--- config.mk ---
export PLATFORM = sky130hd
export DESIGN_NAME = rx_sync_packet_fifo_level
export DESIGN_NICKNAME = d
export VERILOG_FILES = /design/src/hw/rx_sync_packet_fifo_level.v /design/src/hw/rx_rate_divider.v /design/src/hw/manchester_phase_align.v
export VERILOG_INCLUDE_DIRS = /design/src /design/src/hw
export SDC_FILE = /design/constraint.sdc
export NUM_CORES = 1
export LEC_CHECK = 0
export ABC_CLOCK_PERIOD_IN_PS = 3650
export BUFFER_PORTS_ARGS = -buffer_cell sky130_fd_sc_hd__buf_4
export CAP_MARGIN = 10
export CELL_PAD_IN_SITES_DETAIL_PLACEMENT = 1
export CELL_PAD_IN_SITES_GLOBAL_PLACEMENT = 2
export CORE_AREA = 3 3 237 239
export CTS_BUF_LIST = sky130_fd_sc_hd__clkbuf_8
export DETAILED_ROUTE_END_ITERATION = 12
export DIE_AREA = 0 0 240 242
export PLACE_DENSITY = 0.87
export SETUP_SLACK_MARGIN = 0.15
export SLEW_MARGIN = 40
export SYNTH_ARGS = -nofsm -noshare
export SYNTH_HDL_FRONTEND = slang
export SYNTH_SLANG_ARGS = --single-unit
--- constraint.sdc ---
create_clock -name ref_clk -period 3.65 [get_ports ref_clk]
set_clock_uncertainty 0.15 [all_clocks]
set_input_delay 0.365 -clock ref_clk [delete_from_list [all_inputs] [get_ports ref_clk]]
set_output_delay 0.365 -clock ref_clk [all_outputs]
set_load 0.01 [all_outputs]
--- src/hw/rx_sync_defs.vh ---
// register offsets, field positions and constants for the receive channel
`ifndef RX_SYNC_DEFS_VH
`define RX_SYNC_DEFS_VH

// register byte offsets
`define ADDR_PATTERN_LEN   8'h38
`define ADDR_SM_LEVEL      8'h3C
`define ADDR_AF_LEVEL      8'h40
`define ADDR_EXT_LEVEL     8'h44
`define ADDR_TX_TOTAL      8'h48
`define ADDR_RX_TOTAL      8'h4C

// reset values
`define RST_WORD           32'h0000_0000
`define RST_DIVISOR        12'h004

// sync pattern byte MSB positions
`define PAT_B3_MSB         31
`define PAT_B2_MSB         23
`define PAT_B1_MSB         15
`define PAT_B0_MSB         7

// oversampling phase counter (8 samples per bit)
`define PH_START           3'h0
`define PH_AFTER_EDGE      3'h1
`define PH_MID_EDGE        3'h5
`define PH_FIRST_SAMPLE    3'h2
`define PH_SECOND_SAMPLE   3'h6
`define PH_SLIP            3'h3

// bit counter within a longword
`define BIT_LAST           5'h1F
`define BIT_FIRST          5'h00

`endif

--- src/hw/rx_sync_packet_fifo_level.v ---
// receive channel: sync acquisition, packet counting and fifo level ports
//
// Behaviour
// - divide reference for 8x receive sample clock
// - resync bit discards alignment, searches pattern again
// - resync self-clears on match; first acquisition automatic
// - packet longword count register, read-write 32 bits
// - wait sync, count longwords, flag complete, research (handshaked channels only; downlink keeps capturing)
// - same register holds four selectable sync bytes
// - compare all 32 bits, unselected bytes ignored
// - static first bit from pattern MSB mux
// - free-wheel decoder slips phase on 00/11
// - state-machine fifo count in low 16 bits
// - summed fifo counts above level raise status
// - without extra fifos sum dma plus pipeline
// - external fifo count resynchronised, read-only
// - transmit path total count, read-only
// - transmit total while receiving returns shared part
// - receive total; while transmitting shared part
`timescale 1ns/1ps
`default_nettype none
`include "rx_sync_defs.vh"
module rx_sync_packet_fifo_level #(
  parameter DIV_W          = 12,
  parameter CNT_W          = 16,
  parameter HAS_EXT_FIFOS  = 0
) (
  // clock and reset
  input  wire              ref_clk,
  input  wire              resetn,
  input  wire              ce,
  // register port
  input  wire [7:0]        regAddr,
  input  wire              regWrite,
  input  wire              regRead,
  input  wire [31:0]       regWrData,
  output reg  [31:0]       regRdData,
  // channel control
  input  wire              rxEnable,
  input  wire              isDownlink,
  input  wire              txActive,
  input  wire              syncReacquireSet,
  input  wire [3:0]        syncByteSelect,
  input  wire              staticOrFreewheelSelect,
  input  wire              levelInterruptEnable,
  input  wire [DIV_W-1:0]  downlinkDivisor,
  // line inputs
  input  wire              downlinkLine,
  input  wire              hsStart,
  input  wire              hsBitValid,
  input  wire              hsBit,
  // fifo counts
  input  wire [CNT_W-1:0]  rxDmaCount,
  input  wire [CNT_W-1:0]  pipelineCount,
  input  wire [CNT_W-1:0]  extFifoCount,
  input  wire [CNT_W-1:0]  smFifoCount,
  input  wire [CNT_W-1:0]  txDmaCount,
  input  wire [CNT_W-1:0]  txSmCount,
  // status and data out
  output reg               syncReacquireRequest,
  output reg               syncFound,
  output reg               packetComplete,
  output reg               capturing,
  output reg               levelStatus,
  output reg               levelInterrupt,
  output reg               rxWordValid,
  output reg  [31:0]       rxWord
);
  localparam ST_IDLE    = 2'h0;
  localparam ST_SEARCH  = 2'h1;
  localparam ST_CAPTURE = 2'h2;

  // byte mask of the selected sync bytes
  function [31:0] syncMask;
    input [3:0] sel;
    begin
      syncMask = {{8{sel[3]}}, {8{sel[2]}}, {8{sel[1]}}, {8{sel[0]}}};
    end
  endfunction

  // msb of the most significant selected byte, or bit 31 when none
  function expectFirst;
    input [3:0]  sel;
    input [31:0] pat;
    begin
      if (sel[3] || (sel == 4'h0))
        expectFirst = pat[`PAT_B3_MSB];
      else if (sel[2])
        expectFirst = pat[`PAT_B2_MSB];
      else if (sel[1])
        expectFirst = pat[`PAT_B1_MSB];
      else
        expectFirst = pat[`PAT_B0_MSB];
    end
  endfunction

  // zero-extend a count to 32 bits
  function [31:0] ext32;
    input [CNT_W-1:0] c;
    begin
      ext32 = {{(32-CNT_W){1'b0}}, c};
    end
  endfunction

  reg [31:0]      patternLen_reg;
  reg [31:0]      afLevel_reg;
  reg [1:0]       state_reg;
  reg [1:0]       state_next;
  reg [31:0]      syncShift_reg;
  reg [31:0]      wordShift_reg;
  reg [4:0]       bitCnt_reg;
  reg [31:0]      wordCnt_reg;
  reg             enable_reg;
  reg             restart_reg;
  reg [CNT_W-1:0] extMeta_reg;
  reg [CNT_W-1:0] extSync_reg;
  reg [CNT_W-1:0] smMeta_reg;
  reg [CNT_W-1:0] smSync_reg;
  reg [31:0]      levelSum;
  reg [31:0]      txTotal;
  reg [31:0]      rxTotal;
  reg [31:0]      rdMux;

  wire        sampleTick;
  wire        dlBitValid;
  wire        dlBitValue;
  wire        bitValid;
  wire        bitValue;
  wire [31:0] syncShiftNext;
  wire        patternHit;
  wire        firstBitExp;

  rx_rate_divider #(
    .DIV_W (DIV_W)
  ) u_div (
    .ref_clk    (ref_clk),
    .resetn     (resetn),
    .ce         (ce),
    .divisor    (downlinkDivisor),
    .sampleTick (sampleTick)
  );

  assign firstBitExp = expectFirst(syncByteSelect, patternLen_reg);

  manchester_phase_align u_align (
    .ref_clk    (ref_clk),
    .resetn     (resetn),
    .ce         (ce),
    .sampleTick (sampleTick),
    .restart    (restart_reg),
    .staticMode (staticOrFreewheelSelect),
    .firstBit   (firstBitExp),
    .lineIn     (downlinkLine),
    .bitValid   (dlBitValid),
    .bitValue   (dlBitValue)
  );

  // handshaked channels deliver bits on their own received clock strobe
  assign bitValid      = isDownlink ? dlBitValid : hsBitValid;
  assign bitValue      = isDownlink ? dlBitValue : hsBit;
  assign syncShiftNext = {syncShift_reg[30:0], bitValue};
  // all 32 bits compared, deselected bytes masked to don't-care
  assign patternHit    = ((syncShiftNext ^ patternLen_reg) & syncMask(syncByteSelect)) == `RST_WORD;

  // register writes
  always @(posedge ref_clk or negedge resetn) begin
    if (!resetn) begin
      patternLen_reg <= `RST_WORD;
      afLevel_reg    <= `RST_WORD;
    end else if (ce && regWrite) begin
      if (regAddr == `ADDR_PATTERN_LEN)
        patternLen_reg <= regWrData;
      if (regAddr == `ADDR_AF_LEVEL)
        afLevel_reg <= regWrData;
    end
  end

  // receive sequencing
  always @* begin
    state_next = state_reg;
    case (state_reg)
      ST_IDLE: begin
        if (enable_reg)
          state_next = ST_SEARCH;
      end
      ST_SEARCH: begin
        if (isDownlink ? (bitValid && patternHit) : hsStart)
          state_next = ST_CAPTURE;
      end
      ST_CAPTURE: begin
        // only handshaked channels know where a packet ends
        if (!isDownlink && bitValid && (bitCnt_reg == `BIT_LAST)
            && (wordCnt_reg + 32'h0000_0001 >= patternLen_reg))
          state_next = ST_SEARCH;
      end
      default: state_next = ST_IDLE;
    endcase
    if (!enable_reg)
      state_next = ST_IDLE;
    else if (syncReacquireSet)
      state_next = ST_SEARCH;
  end

  always @(posedge ref_clk or negedge resetn) begin
    if (!resetn) begin
      state_reg            <= ST_IDLE;
      enable_reg           <= 1'b0;
      restart_reg          <= 1'b0;
      syncShift_reg        <= `RST_WORD;
      wordShift_reg        <= `RST_WORD;
      bitCnt_reg           <= `BIT_FIRST;
      wordCnt_reg          <= `RST_WORD;
      syncReacquireRequest <= 1'b0;
      syncFound            <= 1'b0;
      packetComplete       <= 1'b0;
      capturing            <= 1'b0;
      rxWordValid          <= 1'b0;
      rxWord               <= `RST_WORD;
    end else if (ce) begin
      enable_reg     <= rxEnable;
      state_reg      <= state_next;
      packetComplete <= 1'b0;
      syncFound      <= 1'b0;
      rxWordValid    <= 1'b0;
      capturing      <= (state_next == ST_CAPTURE);
      // a fresh enable or a resync throws away the current alignment
      restart_reg    <= syncReacquireSet || (rxEnable && !enable_reg);
      if (syncReacquireSet || (state_reg == ST_IDLE)) begin
        syncShift_reg <= `RST_WORD;
        bitCnt_reg    <= `BIT_FIRST;
        wordCnt_reg   <= `RST_WORD;
      end else if (state_reg == ST_SEARCH) begin
        if (bitValid)
          syncShift_reg <= syncShiftNext;
        if (state_next == ST_CAPTURE) begin
          syncFound     <= 1'b1;
          wordShift_reg <= `RST_WORD;
          bitCnt_reg    <= `BIT_FIRST;
          wordCnt_reg   <= `RST_WORD;
        end
      end else if ((state_reg == ST_CAPTURE) && bitValid) begin
        // downlink stays here until stopped or resynced; idle is not detectable
        wordShift_reg <= {wordShift_reg[30:0], bitValue};
        bitCnt_reg    <= bitCnt_reg + 5'h01;
        if (bitCnt_reg == `BIT_LAST) begin
          rxWordValid <= 1'b1;
          rxWord      <= {wordShift_reg[30:0], bitValue};
          wordCnt_reg <= wordCnt_reg + 32'h0000_0001;
          if (state_next == ST_SEARCH) begin
            packetComplete <= 1'b1;
            syncShift_reg  <= `RST_WORD;
          end
        end
      end
      // a new request wins over the clear by a match in the same cycle
      if (syncReacquireSet)
        syncReacquireRequest <= 1'b1;
      else if ((state_reg == ST_SEARCH) && (state_next == ST_CAPTURE))
        syncReacquireRequest <= 1'b0;
    end
  end

  // fifo counts from the foreign clock: per-bit double flop, may jump while moving
  always @(posedge ref_clk or negedge resetn) begin
    if (!resetn) begin
      extMeta_reg <= {CNT_W{1'b0}};
      extSync_reg <= {CNT_W{1'b0}};
      smMeta_reg  <= {CNT_W{1'b0}};
      smSync_reg  <= {CNT_W{1'b0}};
    end else if (ce) begin
      extMeta_reg <= extFifoCount;
      extSync_reg <= extMeta_reg;
      smMeta_reg  <= smFifoCount;
      smSync_reg  <= smMeta_reg;
    end
  end

  always @* begin
    if (HAS_EXT_FIFOS != 0)
      levelSum = ext32(rxDmaCount) + ext32(extSync_reg) + ext32(smSync_reg);
    else
      levelSum = ext32(rxDmaCount) + ext32(pipelineCount);
    // the external fifo is shared: the other direction sees only that part
    if (rxEnable)
      txTotal = ext32(extSync_reg);
    else
      txTotal = ext32(txDmaCount) + ext32(extSync_reg) + ext32(txSmCount);
    if (txActive)
      rxTotal = ext32(extSync_reg);
    else
      rxTotal = ext32(rxDmaCount) + ext32(extSync_reg) + ext32(smSync_reg);
  end

  always @* begin
    case (regAddr)
      `ADDR_PATTERN_LEN: rdMux = patternLen_reg;
      `ADDR_SM_LEVEL:    rdMux = {16'h0000, smSync_reg[15:0]};
      `ADDR_AF_LEVEL:    rdMux = afLevel_reg;
      `ADDR_EXT_LEVEL:   rdMux = ext32(extSync_reg);
      `ADDR_TX_TOTAL:    rdMux = txTotal;
      `ADDR_RX_TOTAL:    rdMux = rxTotal;
      default:           rdMux = `RST_WORD;
    endcase
  end

  // level status holds while the sum exceeds the level
  always @(posedge ref_clk or negedge resetn) begin
    if (!resetn) begin
      regRdData      <= `RST_WORD;
      levelStatus    <= 1'b0;
      levelInterrupt <= 1'b0;
    end else if (ce) begin
      if (regRead)
        regRdData <= rdMux;
      levelStatus    <= (levelSum > afLevel_reg);
      levelInterrupt <= (levelSum > afLevel_reg) && levelInterruptEnable;
    end
  end
endmodule // rx_sync_packet_fifo_level
`default_nettype wire

--- src/hw/rx_rate_divider.v ---
// divides the reference clock into the eight-times oversampling strobe
`timescale 1ns/1ps
`default_nettype none
module rx_rate_divider #(
  parameter DIV_W = 12
) (
  // clock and reset
  input  wire             ref_clk,
  input  wire             resetn,
  input  wire             ce,
  // control
  input  wire [DIV_W-1:0] divisor,
  // strobe out
  output reg              sampleTick
);
  reg [DIV_W-1:0] count_reg;
  reg             square_reg;

  // square wave toggles every divisor counts; its rising edge is the sample strobe
  always @(posedge ref_clk or negedge resetn) begin
    if (!resetn) begin
      count_reg  <= {DIV_W{1'b0}};
      square_reg <= 1'b0;
      sampleTick <= 1'b0;
    end else if (ce) begin
      sampleTick <= 1'b0;
      if (count_reg + {{(DIV_W-1){1'b0}}, 1'b1} >= divisor) begin
        count_reg  <= {DIV_W{1'b0}};
        square_reg <= ~square_reg;
        sampleTick <= ~square_reg;
      end else begin
        count_reg <= count_reg + {{(DIV_W-1){1'b0}}, 1'b1};
      end
    end
  end
endmodule // rx_rate_divider
`default_nettype wire

--- src/hw/manchester_phase_align.v ---
// manchester half-bit phase alignment and bit recovery
`timescale 1ns/1ps
`default_nettype none
`include "rx_sync_defs.vh"
module manchester_phase_align (
  // clock and reset
  input  wire ref_clk,
  input  wire resetn,
  input  wire ce,
  // control
  input  wire sampleTick,
  input  wire restart,
  input  wire staticMode,
  input  wire firstBit,
  // line
  input  wire lineIn,
  // recovered bits
  output reg  bitValid,
  output reg  bitValue
);
  reg [2:0] phase_reg;
  reg       started_reg;
  reg       lastLine_reg;
  reg       firstHalf_reg;

  always @(posedge ref_clk or negedge resetn) begin
    if (!resetn) begin
      phase_reg     <= `PH_START;
      started_reg   <= 1'b0;
      lastLine_reg  <= 1'b0;
      firstHalf_reg <= 1'b0;
      bitValid      <= 1'b0;
      bitValue      <= 1'b0;
    end else if (ce) begin
      bitValid <= 1'b0;
      if (restart) begin
        started_reg <= 1'b0;
        phase_reg   <= `PH_START;
      end else if (sampleTick) begin
        lastLine_reg <= lineIn;
        if (!started_reg) begin
          // start on the first edge; in static mode the idle level tells whether it is mid-bit
          if (lineIn != lastLine_reg) begin
            started_reg   <= 1'b1;
            firstHalf_reg <= lastLine_reg;
            if (staticMode && (lastLine_reg == firstBit))
              phase_reg <= `PH_MID_EDGE;
            else
              phase_reg <= `PH_AFTER_EDGE;
          end
        end else begin
          phase_reg <= phase_reg + 3'h1;
          if (phase_reg == `PH_FIRST_SAMPLE)
            firstHalf_reg <= lineIn;
          if (phase_reg == `PH_SECOND_SAMPLE) begin
            if (!staticMode && (firstHalf_reg == lineIn)) begin
              // 00 or 11 is illegal: this sample becomes a first half
              firstHalf_reg <= lineIn;
              phase_reg     <= `PH_SLIP;
            end else begin
              bitValid <= 1'b1;
              bitValue <= firstHalf_reg;
            end
          end
        end
      end
    end
  end
endmodule // manchester_phase_align
`default_nettype wire

==> summary.txt, run 1 <==
Setup path
  • Kind of critical path: flip-flop to flip-flop
  • Max Fanout on Critical Path: 5
  • Reg2reg end: syncShift_reg[0]
  • R2R depth: 16
  • R2R Setup Slk: -0.11 ns
  • Critical path data arrival time: 4.15 ns
  • Worst R2R Start: wordCnt_reg[0]
  • CP startpoint kind: flip-flop
  • Critical Path RT: about 4.0 ns
  • CP endpoint kind: flip-flop

Synth
  • Post-synth EDFFs: 0
  • Main synth FF type: dfrtp_1
  • Synth Net Count: 2218
  • Post-Syn Area per Cell: approximately 9.9 sq um
  • Synthesized netlist cell count: 1903
  • Synth top area share: 43.0%
  • Synth Cell Area: 18900 sq um
  • Synth top area cells: dfrtp_1 (43%), ha_1 (7.5%), mux2_2 (6.0%), o21ai_0 (4.9%), nand2_1 (4.4%)
  • Register bit total from synthesis: 324
  • Area leader, netlist: dfrtp_1
  • Async SR Flop Fraction: 100%
  • Sequential-to-total area share from yosys stat: 43.0%
  • Library cells used by synthesis: a little under 80
  • Synth Warn #: 0

Finish
  • Final-layout fill cell count: 6042
  • Layout cells sized above 1: approximately 29%
  • Fin util: 46.3%
  • Area grow syn2layout: 32.5%
  • Finished Cell Area: 25000 sq um
  • Layout Nets: 2670

Detailed routing
  • Total number of vias: 16400
  • Avg WL per Cell: 20.8 microns
  • DR vias/cell: roughly 5.3
  • WL final: 64500 microns
  • First-iteration detailed-routing DRC count: 863
  • Post-route ant nets: 0
  • Drt drc: 0
  • DRT Pass-1 Iters: 5

Floorplan
  • Row cnt: 85
  • Top Ports: 238
  • Initial Util: 34.9%
  • Die Y: approximately 240 microns
  • Die Wd: 240 microns
  • DIE AREA: 58100 sq um
  • Std-Cell Core Area: about 54000 sq um

Worst hold path
  • Worst hold path type: input pin to flip-flop
  • Hold path depth: 5
  • Worst hold start: staticOrFreewheelSelect
  • Hold endpoint: u_align.phase_reg[2]

Placed design
  • Detailed Place HPWL: 47400 microns
  • PortBufs: 237
  • Placed cell areas: ~22000 sq um
  • GP Congestion: a little under 0.9

Clocking
  • Clock-pin transition on the worst setup and hold timing paths: 0.07 ns
  • CTS tree: done
  • Root Buffer: clkbuf_8
  • CTS H-tree depth: 2
  • Clk buf depth: 3
  • Clk sinks: 324
  • Clk_lat worst skew: 0.68 ns
  • TritonCTS buffer count: 61

Timing
  • Setup TNS: -1.48 ns
  • Final setup margin: -0.115 ns
  • Rel. slew slack: 45.0%
  • Final Max Tran Viols: 0
  • Highest clock rate: 266 MHz
  • Hold_ws: about 0.072 ns
  • Final setup vio count: 20
  • Crit path time final: between 3 and 4 ns
  • Final period util: 103%
  • Worst Max-Slew Pin Slew: 0.825 ns
  • Final hold violations: 0
  • RSZ-0062 raised after global routing: yes

GRT
  • Largest net degree at the start of global routing: 88
  • Tot GR Track Use: 22.0%
  • Antenna violations before repair: 1
  • First-pass GRT wire length: 101000 microns
  • Vias in the first global route: 17900
  • Total global routing overflow: 0

Power
  • Power Dens Cells: 435 nW/um^2
  • P_leak: between 10 and 15 nW
  • Worst VDD drop: 0.308 mV

Run status
  • Outcome: complete, but fails checks
  • Failing checks: negative setup slack

Run
  • Max cap viols: 0
cell usage in the layout, fill, tap and decap left out, types with 9 or more instances in the layout:
cell / count
buf_4: 368
dfrtp_1: 321
nand2_1: 216
o21ai_0: 167
inv_1: 155
ha_1: 109
mux2_2: 99
xnor2_1: 81
clkbuf_8: 79
dlygate4sd3_1: 70
nor2_1: 68
a21oi_1: 68
nand3_1: 63
mux2i_1: 44
o21ai_1: 36
fa_1: 33
xor2_1: 30
a22oi_1: 22
a21o_1: 20
buf_6: 18
nand4_1: 17
nand2b_1: 17
o31ai_1: 17
and3_1: 15
clkinv_2: 15
a31oi_1: 14
o21a_1: 13
nor3_1: 13
a22o_1: 12
a221oi_1: 9
report_power, final:
group          leakage, nW  switching [mW]  internal [mW]
combinational         6.98            1.50           1.31
clock                0.761            1.71           2.16
sequential            4.12           0.292           3.90
total                 11.9            3.50           7.38
per-stage QoR:
stage | power, mW | setup slack (ns) | cells
floorplan | 5.84 | 0.159 | 1903
global placement | 6.73 | -0.369 | 2880
detailed placement | 6.87 | -0.426 | 2884
CTS | 10.9 | 0.0378 | 3097
global route | 11.5 | -0.261 | 3103
finish | 10.9 | -0.115 | 3106
worst max-delay path: stages, from the launching register on:
cell and delay, ns:
dfrtp_1 0.40, and3_4 0.23, nand3_4 0.10, nor3_4 0.26, nand4_4 0.15, nor3_4 0.37, nand3_2 0.14, xnor2_1 0.20
ha_1 0.29, a21o_1 0.19, a21o_1 0.18, a21oi_2 0.15, o21ai_2 0.11, a21oi_2 0.19, o21ai_4 0.10, buf_12 0.15
mux2_4 0.29
worst max-delay path by stage:
stage | cells after the start | start | to
after floorplan | 16 | wordCnt_reg[0] | syncShift_reg[10]
after global placement | 19 | rxDmaCount[0] | levelStatus
after detailed placement | 19 | rxDmaCount[0] | levelStatus
after CTS | 16 | wordCnt_reg[0] | syncShift_reg[0]
after global routing | 16 | wordCnt_reg[0] | state_reg[1]
final | 16 | wordCnt_reg[0] | syncShift_reg[0]
timing repair:
item / CTS / global route
endpoints found under the setup margin: 37 / 53
pin swaps: 27 / 24
gates cloned: 2 / 0
setup buffers: 26 / 6
endpoints found under the hold margin: 202 / 0
hold buffers: 70 / 0
resized for setup: 38 / 50
cells by family (layout without fill, tap and decap cells):
kind of cell | after synthesis | after routing | synth area share [%]
and+or+nand+nor | 488 | 488 | 12.3
AOI/OAI and AO/OA | 462 | 462 | 15.2
DFF | 324 | 324 | 43.0
buffers and inverters | 222 | 726 | 4.68
adders and majority gates | 148 | 148 | 11.2
muxes | 145 | 145 | 8.38
xor gates and xnor gates | 114 | 114 | 5.29
other | 0 | 3 | 0
final cells by class:
cell class              count  area [sq um]  area share, %
repair buffers            470          3920           15.7
flip-flops and latches    324          8110           32.4
clock inverters            36           254           1.02
multi-input cells        1357         10200           40.9
inverters                 141           529           2.12
well taps                 696           871           3.48
diodes                      3          7.51         0.0300
clock buffers              79          1090           4.35
Yosys cell counts, drive strengths merged (9+ instances only):
master / instances
a21o: 20
a21oi: 75
a221oi: 12
a22o: 12
a22oi: 22
a31oi: 16
and3: 19
buf: 22
clkbuf: 59
dfrtp: 324
fa: 35
ha: 113
inv: 140
mux2: 100
mux2i: 45
nand2: 219
nand2b: 18
nand3: 69
nand4: 19
nor2: 75
nor3: 21
nor4: 9
o21a: 13
o21ai: 214
o31ai: 17
xnor2: 83
xor2: 31
routing by layer:
layer	part of all wire (%)	GRT usage [%]	wire (microns)
met3	5.0	3.90	3250
met4	3.9	8.89	2500
met2	48	36.6	30800
met5	0	0	0
met1	43	28.3	27900
(Power assumes the default switching activity.)
==> run 2: changes to the inputs <==
==> constraint.sdc (replaced) <==
create_clock -name ref_clk -period 3.65 [get_ports ref_clk]
set_clock_uncertainty 0.15 [all_clocks]
set_input_delay 0.1825 -clock ref_clk [delete_from_list [all_inputs] [get_ports ref_clk]]
set_output_delay 0.1825 -clock ref_clk [all_outputs]
set_load 0.01 [all_outputs]
==> summary.txt, run 2 (same netlist as run 1, synthesis figures left out) <==
Run status
  • Outcome: complete, but fails checks
  • Failing checks: negative setup slack

Setup path
  • Critical Path RT: 4.06 ns (+0.03 ns)
  • Crit path cell chain: ha_2, and2_4, nand4_4, nor4b_4, buf_4, buf_4, nand3_1, xnor2_1, ha_1, a21oi_2, o21ai_1, or2_4, o211ai_1, buf_4, nor2_2, o21a_1, or2_4, o311ai_2
  • Worst path max stage delay: 0.40 ns (about the same)
  • WP buf/inv: 3 (+2)
  • Kind of critical path: flip-flop to flip-flop
  • Cell family with most CP delay: simple AND/OR/NAND/NOR gates
  • CP endpoint kind: flip-flop
  • Most used cell, CP: buf_4
  • CP startpoint kind: flip-flop
  • CP max-delay cell: dfrtp_1
  • Critical path data arrival time: 4.16 ns (about the same)
  • Max Fanout on Critical Path: 5 (unchanged)

Power
  • Tot Pwr: 10.9 mW (+0.27%)
  • Worst VDD drop: 0.277 mV (-10%)
  • P_leak: 11.9 nW (+0.19%)
  • Power Dens Cells: 434 nW/um^2 (-0.27%)

Detailed routing
  • WL final: 65700 microns (+1.9%)
  • Post-route ant nets: 0 (unchanged)
  • DRT Pass-1 Iters: 5 (unchanged)
  • DR vias/cell: 5.26 (-0.11%)
  • Avg WL per Cell: 21.2 microns (+1.9%)
  • First-iteration detailed-routing DRC count: 921 (+6.7%)
  • Drt drc: 0 (unchanged)
  • Total number of vias: 16400 (-0.073%)

Floorplan
  • Row cnt: 85 (unchanged)
  • DIE AREA: 58100 sq um (unchanged)
  • Top Ports: 238 (unchanged)
  • Initial Util: 34.9% (unchanged)
  • Die Wd: 240 microns (unchanged)
  • Std-Cell Core Area: 54000 sq um (unchanged)
  • Die Y: 242 microns (unchanged)

Timing
  • Crit path time final: 3.75 ns (-0.0166 ns)
  • RSZ-0062 raised after global routing: yes
  • Hold_ws: 0.0534 ns (-0.0191 ns)
  • Final setup margin: -0.0982 ns (+0.0166 ns)
  • Final Max Tran Viols: 0 (unchanged)
  • Worst Max-Slew Pin Slew: 0.888 ns (+0.0636 ns)
  • Highest clock rate: 267 MHz (+0.44%)
  • Final period util: 103% (-0.46 points)
  • Setup TNS: -1.56 ns (-0.0744 ns)
  • Final setup vio count: 34 (+70%)
  • Rel. slew slack: 40.8% (-4.2 points)
  • Final hold violations: 0 (unchanged)

Finish
  • Finished Cell Area: 25100 sq um (+0.54%)
  • Layout Nets: 2675 (+0.19%)
  • Area grow syn2layout: 33.2%
  • Fin cells: 3107 (+0.032%)
  • Commonest non-fill, non-tap cells in the layout: buf_4 (355), dfrtp_1 (321), nand2_1 (215)
  • Layout cells sized above 1: 28.4% (-0.42 points)
  • Commonest non-fill, non-tap cell in the layout: buf_4

Placed design
  • Placed cell areas: 22200 sq um (-0.70%)
  • Placed Cells: 2863 (-0.73%)
  • Detailed Place HPWL: 47000 microns (-0.90%)
  • PortBufs: 237 (unchanged)
  • GP Congestion: 0.879 (+0.86%)

Clocking
  • Clk buf depth: 3 (unchanged)
  • TritonCTS buffer count: 61 (unchanged)
  • CTS tree: done
  • Clk_lat worst skew: 0.69 ns (about the same)
  • Clk sinks: 324 (unchanged)
  • Root Buffer: clkbuf_8
  • Clock-pin transition on the worst setup and hold timing paths: 0.06 ns (about the same)
  • CTS H-tree depth: 2 (unchanged)

GRT
  • Largest net degree at the start of global routing: 97 (+10%)
  • Tot GR Track Use: 22.4% (+0.35 points)
  • Total global routing overflow: 0 (unchanged)
  • Vias in the first global route: 18000 (+0.55%)
  • Antenna violations before repair: 4 (+3)
  • First-pass GRT wire length: 102000 microns (+1.2%)

Worst hold path
  • Worst hold path type: input pin to flip-flop

Run
  • Max cap viols: 0 (unchanged)
==> run 2: changes by cell type in the layout (fill, tap and decap cells not counted), sizes merged <==
cell | before | now
diode | 3 | 4
dlygate4sd3 | 70 | 89
clkinv | 17 | 12
bufinv | 3 | 2
inv | 156 | 153
buf | 400 | 386
clkbuf | 79 | 83
==> run 2: what timing repair did <==
action	4_1_cts	5_1_grt
hold buffers	90	0
gates cloned	2	0
buffers inserted	25	13
gates resized for setup	43	52
pin swaps	19	14
setup endpoints to repair	40	53
endpoints found under the hold margin	416	0
==> run 2: layout make-up <==
class / count / area, sq um
sequential: 324 / 8110
multi-input combinational: 1357 / 10200
clock inverter: 27 / 195
tap: 696 / 871
clock buffer: 83 / 1140
fill: 6017 / 28900
antenna: 4 / 10.0
inverter: 141 / 529
timing repair buffer: 475 / 4030
==> run 2: report_power, final <==
group	total, mW	internal [mW]	switching (mW)
combinational	2.84	1.33	1.51
sequential	4.19	3.90	0.289
clock	3.87	2.17	1.70
==> run 2: per-stage QoR <==
| stage | setup WS, ns | utilization (%) |
|---|---|---|
| 3_3_place_gp | -0.296 | 41.0 |
| 5_1_grt | -0.266 | 46.5 |
| 3_5_place_dp | -0.416 | 41.0 |
| 2_1_floorplan | 0.159 | - |
| 6_report | -0.0982 | 46.5 |
| 4_1_cts | -0.0146 | 46.0 |
==> run 2: path summary, 6_finish.rpt <==
check | slack, ns | cells past startpoint | from | endpoint
worst max-delay path | -0.1 | 18 | wordCnt_reg[1] | state_reg[1]
worst min-delay path | 0.05 | 6 | downlinkDivisor[11] | u_div.count_reg[2]
worst max register to register | -0.1 | 18 | wordCnt_reg[1] | state_reg[1]
worst min register to register | 0.33 | 2 | regRdData[19] | regRdData[19]
max in group asynchronous | 2.03 | 5 | resetn | rxWord[28]
min in group asynchronous | 0.52 | 4 | resetn | extMeta_reg[4]
==> run 2: per-layer routing <==
layer,up-vias,routed length (microns),GRT usage (%)
li1,7599,-,-
met3,110,3700,4.34
met2,417,32100,38.2
met5,-,0,0
met1,8226,27700,28.1
met4,0,2250,7.85
==> run 2: worst min-delay path, stage by stage <==
cell and delay, ns:
buf_4 0.11, inv_1 0.05, ha_1 0.13, a41o_1 0.13
or2_4 0.17, o21ai_2 0.06
